File: src/shared/irq_rcc_pkg.sv
// Package for the reset-cause and interrupt-source block.
// Holds register indices, bit positions, reset values and shared carriers.
package irq_rcc_pkg;
    localparam int ADDR_W = 3;
    // Register indices on the plain register port
    localparam logic [ADDR_W-1:0] ADDR_RESET_CAUSE = 3'h0;
    localparam logic [ADDR_W-1:0] ADDR_IRQ_CTRL_A = 3'h1;
    localparam logic [ADDR_W-1:0] ADDR_IRQ_CTRL_B = 3'h2;
    localparam logic [ADDR_W-1:0] ADDR_IRQ_CTRL_C = 3'h3;
    localparam logic [ADDR_W-1:0] ADDR_PORT_A_MASK = 3'h4;
    localparam logic [ADDR_W-1:0] ADDR_PORT_B_MASK = 3'h5;
    // reset_cause_control bits
    localparam int RC_PRIO_EN = 7;
    localparam int RC_SW_BOR = 6;
    localparam int RC_RESET_OP = 4;
    localparam int RC_WDT = 3;
    localparam int RC_SLEEP = 2;
    localparam int RC_POR = 1;
    localparam int RC_BOR = 0;
    // irq_control_a bits
    localparam int CA_GLB_HIGH = 7;
    localparam int CA_GLB_LOW = 6;
    localparam int CA_TMR_EN = 5;
    localparam int CA_EXT0_EN = 4;
    localparam int CA_PCH_EN = 3;
    localparam int CA_TMR_FLAG = 2;
    localparam int CA_EXT0_FLAG = 1;
    localparam int CA_PCH_FLAG = 0;
    // irq_control_b bits
    localparam int CB_EDGE0 = 6;
    localparam int CB_EDGE1 = 5;
    localparam int CB_EDGE2 = 4;
    localparam int CB_TMR_PRIO = 2;
    localparam int CB_PCH_PRIO = 0;
    // irq_control_c bits
    localparam int CC_EXT2_PRIO = 7;
    localparam int CC_EXT1_PRIO = 6;
    localparam int CC_EXT2_EN = 4;
    localparam int CC_EXT1_EN = 3;
    localparam int CC_EXT2_FLAG = 1;
    localparam int CC_EXT1_FLAG = 0;
    // Reset values and constants
    localparam logic [1:0] BOR_CFG_SW = 2'h1;
    localparam logic [7:0] TMR_MAX8 = 8'hff;
    localparam logic [15:0] TMR_MAX16 = 16'hffff;
    localparam logic [7:0] CTRL_B_RST = 8'h75;
    localparam logic [7:0] CTRL_C_RST = 8'hc0;
    localparam logic [7:0] ZERO8 = 8'h00;

    typedef struct packed {
        logic [20:0] pc;
        logic [7:0] working;
        logic [7:0] status;
        logic [7:0] bank;
    } context_s;

    typedef struct packed {
        logic por_reset_op;
        logic wdt_expiry;
        logic brownout;
        logic reset_op;
        logic clear_op;
        logic sleep_op;
    } core_event_s;
endpackage : irq_rcc_pkg

File: src/core/irq_sources_reset_cause.sv
// Reset-cause register, external edge, timer-0 and pin-change interrupt sources,
// priority steering and interrupt-entry context shadow.
// Assumes core events are one-cycle pulses on i_core_clk; pins are asynchronous.
// i_resetn is the power-on reset.
// Behaviour
// - Priority-enable bit selects two levels or one
// - Software brown-out bit active only when config 01
// - Software brown-out bit resets to one when active
// - Reset opcode clears flag; POR or write sets
// - Watchdog flag: set power-up/clear/sleep, cleared expiry
// - Sleep flag: set power-up/clear op, cleared sleep
// - Power-on status zero after POR until written
// - Brown-out status zero after brown-out until written
// - Edge-select bit picks rising or falling edge
// - Selected edge sets flag; enable gates request
// - Enabled external source wakes core from sleep
// - External 1,2 own priority; 0 always high
// - Timer overflow FFh or FFFFh sets flag
// - Timer interrupt has own enable and priority
// - Masked pin change sets shared change flag
// - Entry pushes return PC, shadows working/status/bank
// - Priority bits act only with priority enabled
`timescale 1ns/1ps
module irq_sources_reset_cause
    import irq_rcc_pkg::*;
(
    input wire logic i_core_clk, // 25 MHz core clock
    input wire logic i_resetn, // Power-on reset, async, active low
    input wire logic [ADDR_W-1:0] i_addr, // Register index
    input wire logic [7:0] i_wdata, // Write data
    input wire logic i_wr, // Write strobe
    input wire logic i_rd, // Read strobe
    output logic [7:0] o_rdata, // Read data, cycle after strobe
    input wire logic [1:0] i_bor_config, // Brown-out configuration field
    input wire core_event_s i_event, // Core reset and opcode pulses
    input wire logic [2:0] i_ext_irq_pin, // External interrupt pins
    input wire logic [7:0] i_port_a_pin, // Port A pins
    input wire logic [7:0] i_port_b_pin, // Port B pins
    input wire logic i_tmr_tick, // Timer-0 increment pulse
    input wire logic i_tmr_wide, // Timer-0 16-bit mode
    input wire logic [15:0] i_tmr_value, // Timer-0 count before tick
    input wire logic i_irq_entry, // Core enters interrupt
    input wire context_s i_context, // Return PC and core registers
    output logic o_bor_enable, // Brown-out reset enabled
    output logic o_irq_high, // High-priority request
    output logic o_irq_low, // Low-priority request
    output logic o_wake, // Wake from idle or sleep
    output logic o_stack_push, // Push return PC pulse
    output logic [20:0] o_push_pc, // PC to push
    output context_s o_shadow // Fast return shadow
);
    // reset_cause_control
    logic prio_en_reg, sw_bor_reg, reset_op_flag_reg, wdt_flag_reg, sleep_flag_reg;
    logic por_status_reg, bor_status_reg;
    // Sources and controls
    logic [7:0] ctrl_b_reg, ctrl_c_reg, port_a_mask_reg, port_b_mask_reg;
    logic glb_high_reg, glb_low_reg, tmr_en_reg, pch_en_reg;
    logic [2:0] ext_en_reg, ext_flag_reg;
    logic tmr_flag_reg, pch_flag_reg;
    // Synchronisers
    logic [2:0] ext_s1_reg, ext_s2_reg, ext_prev_reg;
    logic [15:0] port_s1_reg, port_s2_reg, port_prev_reg;
    logic [2:0] edge_sel, ext_prio, ext_edge;
    logic tmr_ovf, pch_event, sw_bor_active;
    logic wr_rc, wr_ca, wr_cc;
    logic [4:0] pend, prio;

    function automatic logic [7:0] rd_mux(input logic [ADDR_W-1:0] a);
        logic [7:0] r;
        r = ZERO8;
        unique case (a)
            ADDR_RESET_CAUSE: begin
                r[RC_PRIO_EN] = prio_en_reg;
                r[RC_SW_BOR] = sw_bor_active;
                r[RC_RESET_OP] = reset_op_flag_reg;
                r[RC_WDT] = wdt_flag_reg;
                r[RC_SLEEP] = sleep_flag_reg;
                r[RC_POR] = por_status_reg;
                r[RC_BOR] = bor_status_reg;
            end
            ADDR_IRQ_CTRL_A: begin
                r[CA_GLB_HIGH] = glb_high_reg;
                r[CA_GLB_LOW] = glb_low_reg;
                r[CA_TMR_EN] = tmr_en_reg;
                r[CA_EXT0_EN] = ext_en_reg[0];
                r[CA_PCH_EN] = pch_en_reg;
                r[CA_TMR_FLAG] = tmr_flag_reg;
                r[CA_EXT0_FLAG] = ext_flag_reg[0];
                r[CA_PCH_FLAG] = pch_flag_reg;
            end
            ADDR_IRQ_CTRL_B: r = ctrl_b_reg;
            ADDR_IRQ_CTRL_C: begin
                r = ctrl_c_reg;
                r[CC_EXT2_EN] = ext_en_reg[2];
                r[CC_EXT1_EN] = ext_en_reg[1];
                r[CC_EXT2_FLAG] = ext_flag_reg[2];
                r[CC_EXT1_FLAG] = ext_flag_reg[1];
            end
            ADDR_PORT_A_MASK: r = port_a_mask_reg;
            ADDR_PORT_B_MASK: r = port_b_mask_reg;
            default: r = ZERO8;
        endcase
        return r;
    endfunction : rd_mux

    assign wr_rc = i_wr && (i_addr == ADDR_RESET_CAUSE);
    assign wr_ca = i_wr && (i_addr == ADDR_IRQ_CTRL_A);
    assign wr_cc = i_wr && (i_addr == ADDR_IRQ_CTRL_C);
    assign sw_bor_active = sw_bor_reg && (i_bor_config == BOR_CFG_SW);
    assign o_bor_enable = (i_bor_config == BOR_CFG_SW) ? sw_bor_reg : i_bor_config[1];

    always_ff @(posedge i_core_clk or negedge i_resetn) begin
        if (!i_resetn) o_rdata <= ZERO8;
        else if (i_rd) o_rdata <= rd_mux(i_addr);
    end

    // Reset-cause flags: hardware events win over software writes
    always_ff @(posedge i_core_clk or negedge i_resetn) begin
        if (!i_resetn) begin
            prio_en_reg <= 1'b0;
            sw_bor_reg <= 1'b1;
            reset_op_flag_reg <= 1'b1;
            wdt_flag_reg <= 1'b1;
            sleep_flag_reg <= 1'b1;
            por_status_reg <= 1'b0;
            bor_status_reg <= 1'b0;
        end else begin
            if (wr_rc) begin
                prio_en_reg <= i_wdata[RC_PRIO_EN];
                if (i_bor_config == BOR_CFG_SW) sw_bor_reg <= i_wdata[RC_SW_BOR];
                reset_op_flag_reg <= i_wdata[RC_RESET_OP];
                por_status_reg <= i_wdata[RC_POR];
                bor_status_reg <= i_wdata[RC_BOR];
            end
            if (i_event.reset_op) reset_op_flag_reg <= 1'b0;
            if (i_event.brownout) bor_status_reg <= 1'b0;
            if (i_event.clear_op) begin
                wdt_flag_reg <= 1'b1;
                sleep_flag_reg <= 1'b1;
            end else if (i_event.sleep_op) begin
                wdt_flag_reg <= 1'b1;
                sleep_flag_reg <= 1'b0;
            end
            if (i_event.wdt_expiry) wdt_flag_reg <= 1'b0;
        end
    end

    // Pin synchronisers and previous samples
    always_ff @(posedge i_core_clk or negedge i_resetn) begin
        if (!i_resetn) begin
            ext_s1_reg <= '0;
            ext_s2_reg <= '0;
            ext_prev_reg <= '0;
            port_s1_reg <= '0;
            port_s2_reg <= '0;
            port_prev_reg <= '0;
        end else begin
            ext_s1_reg <= i_ext_irq_pin;
            ext_s2_reg <= ext_s1_reg;
            ext_prev_reg <= ext_s2_reg;
            port_s1_reg <= {i_port_b_pin, i_port_a_pin};
            port_s2_reg <= port_s1_reg;
            port_prev_reg <= port_s2_reg;
        end
    end

    assign edge_sel = {ctrl_b_reg[CB_EDGE2], ctrl_b_reg[CB_EDGE1], ctrl_b_reg[CB_EDGE0]};
    // Rising when select is one, falling when zero
    assign ext_edge = (edge_sel & ext_s2_reg & ~ext_prev_reg)
                    | (~edge_sel & ~ext_s2_reg & ext_prev_reg);
    assign tmr_ovf = i_tmr_tick && (i_tmr_wide ? (i_tmr_value == TMR_MAX16)
                                               : (i_tmr_value[7:0] == TMR_MAX8));
    assign pch_event = |((port_s2_reg ^ port_prev_reg) & {port_b_mask_reg, port_a_mask_reg});

    // Control registers
    always_ff @(posedge i_core_clk or negedge i_resetn) begin
        if (!i_resetn) begin
            glb_high_reg <= 1'b0;
            glb_low_reg <= 1'b0;
            tmr_en_reg <= 1'b0;
            pch_en_reg <= 1'b0;
            ext_en_reg <= '0;
            ctrl_b_reg <= CTRL_B_RST;
            ctrl_c_reg <= CTRL_C_RST;
            port_a_mask_reg <= ZERO8;
            port_b_mask_reg <= ZERO8;
        end else if (i_wr) begin
            if (wr_ca) begin
                glb_high_reg <= i_wdata[CA_GLB_HIGH];
                glb_low_reg <= i_wdata[CA_GLB_LOW];
                tmr_en_reg <= i_wdata[CA_TMR_EN];
                pch_en_reg <= i_wdata[CA_PCH_EN];
                ext_en_reg[0] <= i_wdata[CA_EXT0_EN];
            end
            if (i_addr == ADDR_IRQ_CTRL_B) ctrl_b_reg <= i_wdata & CTRL_B_RST;
            if (wr_cc) begin
                ctrl_c_reg <= i_wdata & CTRL_C_RST;
                ext_en_reg[2:1] <= {i_wdata[CC_EXT2_EN], i_wdata[CC_EXT1_EN]};
            end
            if (i_addr == ADDR_PORT_A_MASK) port_a_mask_reg <= i_wdata;
            if (i_addr == ADDR_PORT_B_MASK) port_b_mask_reg <= i_wdata;
        end
    end

    // Source flags: a new event wins over a software clear
    always_ff @(posedge i_core_clk or negedge i_resetn) begin
        if (!i_resetn) begin
            ext_flag_reg <= '0;
            tmr_flag_reg <= 1'b0;
            pch_flag_reg <= 1'b0;
        end else begin
            ext_flag_reg[0] <= (wr_ca ? i_wdata[CA_EXT0_FLAG] : ext_flag_reg[0]) | ext_edge[0];
            ext_flag_reg[1] <= (wr_cc ? i_wdata[CC_EXT1_FLAG] : ext_flag_reg[1]) | ext_edge[1];
            ext_flag_reg[2] <= (wr_cc ? i_wdata[CC_EXT2_FLAG] : ext_flag_reg[2]) | ext_edge[2];
            tmr_flag_reg <= (wr_ca ? i_wdata[CA_TMR_FLAG] : tmr_flag_reg) | tmr_ovf;
            pch_flag_reg <= (wr_ca ? i_wdata[CA_PCH_FLAG] : pch_flag_reg) | pch_event;
        end
    end

    // Pending per source: ext0, ext1, ext2, timer, pin change
    assign pend = {pch_flag_reg & pch_en_reg, tmr_flag_reg & tmr_en_reg,
                   ext_flag_reg & ext_en_reg};
    assign ext_prio = {ctrl_c_reg[CC_EXT2_PRIO], ctrl_c_reg[CC_EXT1_PRIO], 1'b1};
    // One level only when priorities are off
    assign prio = prio_en_reg ? {ctrl_b_reg[CB_PCH_PRIO], ctrl_b_reg[CB_TMR_PRIO], ext_prio}
                              : 5'h1f;
    assign o_irq_high = glb_high_reg && |(pend & prio);
    assign o_irq_low = prio_en_reg && glb_high_reg && glb_low_reg && |(pend & ~prio);
    assign o_wake = |pend;

    // Interrupt entry: push PC and fill the fast return shadow
    always_ff @(posedge i_core_clk or negedge i_resetn) begin
        if (!i_resetn) begin
            o_stack_push <= 1'b0;
            o_push_pc <= '0;
            o_shadow <= '0;
        end else begin
            o_stack_push <= i_irq_entry;
            if (i_irq_entry) begin
                o_push_pc <= i_context.pc;
                o_shadow <= i_context;
            end
        end
    end

    a_edge_sets_flag: assert property (@(posedge i_core_clk) disable iff (!i_resetn)
        ext_edge[1] |=> ext_flag_reg[1]) else $error("edge did not set flag");
    a_rise_select: assert property (@(posedge i_core_clk) disable iff (!i_resetn)
        $rose(ext_s2_reg[0]) && edge_sel[0] |=> ext_flag_reg[0]) else $error("rise missed");
    a_fall_select: assert property (@(posedge i_core_clk) disable iff (!i_resetn)
        $fell(ext_s2_reg[2]) && !edge_sel[2] |=> ext_flag_reg[2]) else $error("fall missed");
    a_tmr_overflow: assert property (@(posedge i_core_clk) disable iff (!i_resetn)
        i_tmr_tick && !i_tmr_wide && i_tmr_value[7:0] == TMR_MAX8 |=> tmr_flag_reg)
        else $error("overflow missed");
    a_wide_overflow: assert property (@(posedge i_core_clk) disable iff (!i_resetn)
        i_tmr_tick && i_tmr_wide && i_tmr_value == TMR_MAX16 |=> tmr_flag_reg)
        else $error("wide overflow missed");
    a_change_flag: assert property (@(posedge i_core_clk) disable iff (!i_resetn)
        pch_event |=> pch_flag_reg) else $error("pin change missed");
    a_sleep_flags: assert property (@(posedge i_core_clk) disable iff (!i_resetn)
        i_event.sleep_op && !i_event.clear_op && !i_event.wdt_expiry |=> !sleep_flag_reg && wdt_flag_reg)
        else $error("sleep flags wrong");
    a_clear_flags: assert property (@(posedge i_core_clk) disable iff (!i_resetn)
        i_event.clear_op && !i_event.wdt_expiry |=> wdt_flag_reg && sleep_flag_reg)
        else $error("clear flags wrong");
    a_wdt_expiry: assert property (@(posedge i_core_clk) disable iff (!i_resetn)
        i_event.wdt_expiry |=> !wdt_flag_reg) else $error("watchdog flag not cleared");
    a_flags_readonly: assert property (@(posedge i_core_clk) disable iff (!i_resetn)
        wr_rc && i_event == '0 |=> $stable(wdt_flag_reg) && $stable(sleep_flag_reg))
        else $error("read-only flag written");
    a_reset_op_flag: assert property (@(posedge i_core_clk) disable iff (!i_resetn)
        i_event.reset_op |=> !reset_op_flag_reg) else $error("reset opcode flag set");
    a_bor_status: assert property (@(posedge i_core_clk) disable iff (!i_resetn)
        i_event.brownout |=> !bor_status_reg) else $error("brown-out status set");
    a_por_hold: assert property (@(posedge i_core_clk) disable iff (!i_resetn)
        !por_status_reg && !wr_rc |=> !por_status_reg) else $error("por status changed");
    a_sw_bor_gate: assert property (@(posedge i_core_clk) disable iff (!i_resetn)
        i_rd && i_addr == ADDR_RESET_CAUSE && i_bor_config != BOR_CFG_SW |=> !o_rdata[RC_SW_BOR])
        else $error("sw brown-out bit visible");
    a_sw_bor_write: assert property (@(posedge i_core_clk) disable iff (!i_resetn)
        wr_rc && i_bor_config != BOR_CFG_SW |=> $stable(sw_bor_reg)) else $error("sw brown-out written");
    a_ext0_high: assert property (@(posedge i_core_clk) disable iff (!i_resetn)
        glb_high_reg && pend[0] |-> o_irq_high) else $error("ext0 not high");
    a_prio_steer: assert property (@(posedge i_core_clk) disable iff (!i_resetn)
        prio_en_reg && glb_high_reg && glb_low_reg && pend[3] && !ctrl_b_reg[CB_TMR_PRIO] |-> o_irq_low)
        else $error("timer low missing");
    a_legacy_level: assert property (@(posedge i_core_clk) disable iff (!i_resetn)
        !prio_en_reg |-> !o_irq_low) else $error("low request in single level");
    a_gated_request: assert property (@(posedge i_core_clk) disable iff (!i_resetn)
        o_irq_high || o_irq_low |-> glb_high_reg && pend != 5'h00) else $error("ungated request");
    a_wake_enabled: assert property (@(posedge i_core_clk) disable iff (!i_resetn)
        ext_flag_reg[1] && ext_en_reg[1] |-> o_wake) else $error("no wake");
    a_context_push: assert property (@(posedge i_core_clk) disable iff (!i_resetn)
        i_irq_entry |=> o_stack_push && o_shadow == $past(i_context)) else $error("context lost");
    a_shadow_hold: assert property (@(posedge i_core_clk) disable iff (!i_resetn)
        !i_irq_entry |=> !o_stack_push && $stable(o_shadow)) else $error("shadow changed");
    c_ext_irq_high: cover property (@(posedge i_core_clk) disable iff (!i_resetn) ext_edge[0] ##2 o_irq_high);
    c_low_level: cover property (@(posedge i_core_clk) disable iff (!i_resetn) o_irq_low);
    c_pin_change: cover property (@(posedge i_core_clk) disable iff (!i_resetn) pch_event ##1 pch_flag_reg);
    c_entry: cover property (@(posedge i_core_clk) disable iff (!i_resetn) o_irq_high ##1 i_irq_entry);
endmodule : irq_sources_reset_cause

File: config.mk
export PLATFORM = sky130hd
export DESIGN_NAME = irq_sources_reset_cause
export DESIGN_NICKNAME = d
export VERILOG_FILES = /design/src/shared/irq_rcc_pkg.sv /design/src/core/irq_sources_reset_cause.sv
export SDC_FILE = /design/constraint.sdc
export NUM_CORES = 1
export LEC_CHECK = 0
export BUFFER_PORTS_ARGS = -buffer_cell sky130_fd_sc_hd__buf_2
export CAP_MARGIN = 15
export CORE_MARGIN = 10
export CORE_UTILIZATION = 35
export DETAILED_ROUTE_END_ITERATION = 10
export PLACE_DENSITY = 0.62
export SLEW_MARGIN = 20
export SYNTH_ARGS = -nofsm -noshare
export SYNTH_HDL_FRONTEND = slang
export SYNTH_SLANG_ARGS = --single-unit
File: constraint.sdc
create_clock -name i_core_clk -period 1.4 [get_ports i_core_clk]
set_clock_uncertainty 0.1 [all_clocks]
set_input_delay 0.07 -clock i_core_clk [delete_from_list [all_inputs] [get_ports i_core_clk]]
set_output_delay 0.07 -clock i_core_clk [all_outputs]
set_load 0.05 [all_outputs]
==> flow_summary.yaml, run 1 <==
power:
  pwr-share-seq: 0.424
  p_clk_frac: 0.356
  power_density_nw_per_um2: 1420
  power.total_mw: 12.6
  peakVddDrop_uv: 855
  power_switching_mw: 3.67
  total_leakage_power_nw: 4.13
  internal_power_mw: 8.88
  combPwrFrac: 0.220
  switching_share: 0.292
logic_synthesis:
  synth.avg_cell_area_sq_um: 14.5
  synth.area.top_cells: "dfrtp_1 (59%), mux2_2 (14%), dfstp_2 (4.8%), buf_4 (3.0%), xor2_1 (2.3%)"
  synthFlopType: "dfrtp_1"
  async_reset_ff_frac: 1.00
  ys_types: 44
  netlist_area_sq_um: 6040
  yosys_warnings: 0
  synth_edf_count: 0
  yosysSeqAreaShare: 0.637
  syn-num-nets: 521
  synth.most_common_cell: "dfrtp_1"
  synth_top_cell_area_share: 0.589
  syn_inst: 415
  yosys-top-cells-count: "dfrtp_1 (142), mux2_2 (76), buf_4 (24)"
  synth_top_area_cell: "dfrtp_1"
  ys_ff_latch: 153
final_layout:
  final_area_sq_um: 8850
  fillers: 1431
  final_cells: 936
  drive_gt1_frac: 0.501
  area_delta_synth_final_pct: 46.6
  seq_area_sq_um: 3840
  fin_util: 0.528
  fin_nets: 809
  regMostFlops: "o_shadow"
  multi_input_area_sq_um: 1980
  largest_reg_flops: 45
  diodes: 0
global_routing:
  track_usage: 0.148
  first_global_vias: 5005
  overflow: 0
  grt_max_degree: 47
  antenna_found_initial: 0
  grt_pass1_wl_mm: 26.6
sta:
  post-route-min-period_ns: 1.68
  fmax_mhz: 594
  relSlewSlack: 0.703
  post-route-period-util: 1.20
  worstMarginPinSlew_ns: 0.446
  layout_setup_ws_ns: -0.284
  finalSetupViolations: 4
  final_max_slew_viol_count: 0
  grt_setup_unrepaired: "true"
  setup_tns_ns: -0.731
  hold-worst-slack_ns: 0.0278
  finalHoldViolCount: 0
worst_setup_path:
  critPathSlowestCell: "dfstp_2"
  max_stage_delay_ns: 0.58
  start_kind: "register"
  critPathRequiredTime_ns: 1.23
  path_cells: "nor2b_1 -> o22ai_1 -> o31a_1 -> buf_6"
  crit_type: "register to output pin"
  end_kind: "output pin"
  cp_max_fo: 5
  critPathArrivalTime_ns: 1.51
die:
  num_rows: 47
  start_util: 0.360
  pin_count: 185
  coreArea_sq_um: 16800
  die_height_um: 151
  die_w_um: 151
  dieArea_sq_um: 22900
clock_tree:
  clock_sinks: 153
  htree_levels: 4
  clockBufferDepth: 2
  cts_root_buf: "clkbuf_16"
  cts-buffers-inserted: 17
  worstSkewPairLatency_ns: 0.41
  cts.clk_slew.worst_paths_ns: 0.06
  tritoncts: "done"
placed_design:
  dp_hpwl_mm: 11.8
  gp_congestion: 0.882
  io_buffers: 183
  dp_cells: 817
  placed_area_sq_um: 7320
  place_ws_ns: -0.0410
routing:
  viasPerCell: 4.67
  wl_per_cell_um: 17.5
  vias: 4370
  drtIter0Drc: 138
  detail-route-antenna-nets: 0
  finalWirelength_mm: 16.4
  dr.pass1.iters: 4
  drc: 0
min_path:
  hold_path_class: "input pin to register"
outcome:
  outcome: "finished with violations"
  violations: "negative setup slack"
run:
  maxCapViolations: 0
==> power by group through the flow <==
stage	logic, mW	clock network, mW	registers (mW)
6_report	2.76	4.47	5.32
5_1_grt	2.95	4.82	5.38
4_1_cts	2.73	4.59	5.31
3_5_place_dp	2.47	0	5.37
3_3_place_gp	2.45	0	5.36
2_1_floorplan	1.15	0	5.86
==> cell families (layout without fill, tap and decap cells) <==
logic type / Yosys count / count (layout) / share of synthesized area
xor+xnor: 16 / 16 / 0.0232
flops: 153 / 153 / 0.637
simple gates: 61 / 61 / 0.0572
buf+inv: 40 / 341 / 0.0437
mux: 94 / 94 / 0.178
compound gates: 51 / 51 / 0.0614
==> cells in the final DEF (no fill, tap or decap), types with 3 or more instances in the layout <==
cell | synthesis | layout
o21ai_0 | 5 | 4
buf_12 | 0 | 6
buf_2 | 7 | 178
nand3_1 | 8 | 8
nand2_1 | 16 | 12
a221oi_2 | 0 | 3
nor2_1 | 11 | 11
o211ai_1 | 5 | 5
a221o_1 | 3 | 3
nand2_2 | 0 | 3
dfrtp_1 | 142 | 142
a21oi_1 | 6 | 6
mux2_4 | 5 | 5
xor2_1 | 16 | 16
inv_1 | 4 | 4
a22o_1 | 3 | 3
a22oi_1 | 5 | 5
mux2i_1 | 12 | 12
mux2_2 | 76 | 76
o22ai_1 | 5 | 4
clkbuf_1 | 3 | 3
nor2b_1 | 11 | 9
buf_4 | 24 | 32
a21o_1 | 4 | 4
clkinv_2 | 0 | 4
clkbuf_8 | 0 | 4
buf_6 | 2 | 6
dlygate4sd3_1 | 0 | 83
dfstp_2 | 11 | 11
clkbuf_16 | 0 | 17
nand4_1 | 4 | 4
==> repair_timing <==
action | 4_1_cts | 5_1_grt
endpoints found under the setup margin | 6 | 7
buffers inserted | 2 | 2
cloned | 0 | 0
resized for setup | 15 | 7
endpoints found under the hold margin | 261 | 1
pin swaps | 5 | 4
hold buffers | 83 | 1
==> routing by layer <==
layer | global-route usage | share of wire
met1 | 0.176 | 0.41
met2 | 0.229 | 0.45
met3 | 0.0773 | 0.12
met4 | 0.0423 | 0.014
met5 | 0 | 0
==> path summary, 6_finish.rpt <==
check | startpoint | endpoint | slack (ns) | cells past startpoint
max in group asynchronous | i_resetn | port_prev_reg[13] | 0.55 | 3
hold reg to reg | port_s1_reg[0] | port_s2_reg[0] | 0.25 | 0
hold / removal | i_bor_config[0] | sw_bor_reg | 0.03 | 4
min in group asynchronous | i_resetn | prio_en_reg | 0.07 | 2
setup / recovery | ctrl_c_reg[7] | o_irq_high | -0.28 | 4
setup reg to reg | port_b_mask_reg[2] | o_rdata[2] | -0.03 | 4
==> area by class of cell <==
class | instances | share of cell area
inverter | 4 | 0.00170
clock buffer | 24 | 0.0556
clock inverter | 8 | 0.0107
sequential | 153 | 0.434
timing repair buffer | 305 | 0.243
tap | 220 | 0.0311
multi-input combinational | 222 | 0.224
==> critical path, delay by kind of cell (launching register included) <==
family          cells  cell delay, ns
buf+inv             1            0.16
flops               1            0.58
simple gates        1            0.06
compound gates      2            0.30
Note: power is estimated with default switching activity, not from simulation.
==> run 2: changes to the inputs <==
CTS_BUF_LIST = sky130_fd_sc_hd__clkbuf_4 sky130_fd_sc_hd__clkbuf_8   (was default)
REMOVE_ABC_BUFFERS = 1   (was default)
==> run 2 against run 1 <==
Effect of this change: the flow still finishes with violations (negative setup slack); clock power is 12% lower; sequential share of layout area is 0.12 points higher; worst hold slack better by 0.028 ns; via count is 2.6% higher; fmax is 5.2% lower; final area is 0.24% lower.
==> flow_summary.yaml, run 2 (synthesis gave the netlist of run 1 again) <==
outcome:
  outcome: "finished with violations"
  violations: "negative setup slack"
worst_setup_path:
  critPathRequiredTime_ns: 1.23
  startpoint: "ctrl_c_reg[7]"
  timing.rr.end: "o_rdata[2]"
  reg2reg_depth: 4
  start_kind: "register"
  critPathArrivalTime_ns: 1.61
  r2r_slack_ns: -0.02
  end_kind: "output pin"
  cp_max_fo: 3
  rr_startpoint: "port_b_mask_reg[2]"
  crit_type: "register to output pin"
clock_tree:
  htree_levels: 4
  clock_sinks: 153
  cts-buffers-inserted: 17
  clockBufferDepth: 2
  cts_root_buf: "clkbuf_8"
  worstSkewPairLatency_ns: 0.44
  tritoncts: "done"
  cts.clk_slew.worst_paths_ns: 0.08
final_layout:
  regMostFlops: "o_shadow"
  largest_reg_flops: 45
  multi_input_area_sq_um: 1990
  area_delta_synth_final_pct: 46.2
  seq_area_sq_um: 3840
  final_cell_mix: "buf_2 (177), dfrtp_1 (141), dlygate4sd3_1 (85)"
  fin_util: 0.527
  diodes: 0
  fillers: 1393
  final_common_cell: "buf_2"
  final_area_sq_um: 8830
  drive_gt1_frac: 0.508
  fin_nets: 814
placed_design:
  io_buffers: 183
  gp_congestion: 0.893
  placed_area_sq_um: 7300
  dp_hpwl_mm: 11.8
routing:
  detail-route-antenna-nets: 0
  drc: 0
  drtIter0Drc: 220
  wl_per_cell_um: 18.2
  vias: 4482
  finalWirelength_mm: 17.2
  dr.pass1.iters: 4
  viasPerCell: 4.76
die:
  dieArea_sq_um: 22900
  die_w_um: 151
  coreArea_sq_um: 16800
  num_rows: 47
  pin_count: 185
  die_height_um: 151
  start_util: 0.360
power:
  power_density_nw_per_um2: 1370
  total_leakage_power_nw: 4.12
  peakVddDrop_uv: 816
  power.total_mw: 12.1
min_path:
  hold_start: "i_addr[1]"
  hold_path_class: "input pin to register"
  min_to: "o_rdata[2]"
  hold_depth: 4
sta:
  finalSetupViolations: 6
  layout_setup_ws_ns: -0.377
  post-route-min-period_ns: 1.78
  setup_tns_ns: -1.07
  final_max_slew_viol_count: 0
  finalHoldViolCount: 0
  grt_setup_unrepaired: "true"
  worstMarginPinSlew_ns: 0.390
  post-route-period-util: 1.27
  fmax_mhz: 563
  relSlewSlack: 0.739
global_routing:
  overflow: 0
  track_usage: 0.155
  first_global_vias: 5137
  antenna_found_initial: 0
  grt_pass1_wl_mm: 27.7
  grt_max_degree: 47
run:
  maxCapViolations: 0
[run 2: cell count changes in the layout (fill, tap and decap cells not counted), moves of 3 or more]
cell       before  now
clkinv_4        0    5
clkbuf_1        3    0
clkbuf_16      17    0
bufinv_16       2    5
clkbuf_8        4   20
clkinv_2        4    0
[run 2: routing by layer]
layer / vias up / share of wire / global-route usage
li1: 2046 / - / -
met3: 12 / 0.13 / 0.0865
met1: 2217 / 0.41 / 0.186
met4: 0 / 0.0092 / 0.0414
met5: - / 0 / 0
met2: 207 / 0.46 / 0.234
[run 2: what timing repair did]
item                                    4_1_cts  5_1_grt
gates resized for setup                      15       15
endpoints found under the hold margin       268        0
gates cloned                                  0        0
setup buffers                                 8        3
pin swaps                                     6        5
endpoints found under the setup margin        6       13
hold buffers                                 86        0
[run 2: area by class of cell]
| type | instances | share of cell area |
|---|---|---|
| Clock buffer | 19 | 0.0296 |
| Multi-Input combinational cell | 222 | 0.225 |
| Tap cell | 220 | 0.0312 |
| Inverter | 4 | 0.00170 |
| Sequential cell | 153 | 0.435 |
| Timing Repair Buffer | 310 | 0.252 |
| Clock inverter | 13 | 0.0247 |
[run 2: how the worst max path moves through the flow]
stage / endpoint / cells past startpoint / slack, ns
floorplan: port_a_mask_reg[0] / 2 / -0.21
global placement: pch_flag_reg / 5 / -0.04
detailed placement: pch_flag_reg / 5 / -0.05
CTS: o_irq_high / 4 / -0.36
global route: o_irq_high / 4 / -0.45
finish: o_irq_high / 4 / -0.38
[run 2: per-stage QoR]
step / instances / setup slack (ns) / hold WS [ns]
5_1_grt: 941 / -0.454 / 0.0208
6_report: 941 / -0.377 / 0.0562
4_1_cts: 939 / -0.358 / 0.0106
3_3_place_gp: 813 / -0.0444 / -0.116
2_1_floorplan: 379 / -0.206 / -0.326
3_5_place_dp: 813 / -0.0475 / -0.112
[run 2: critical path, cell delays in order (launching register included)]
cell     delay, ns
dfstp_2       0.58
nor2b_4       0.05
o22ai_2       0.14
o31a_1        0.21
buf_6         0.18
[run 2: report_power, final]
part	internal [mW]	leakage [nW]	switching [mW]	total, mW
registers	4.94	1.78	0.370	5.31
logic	1.19	2.11	1.67	2.86
clock network	2.24	0.233	1.68	3.92
total	8.36	4.12	3.72	12.1
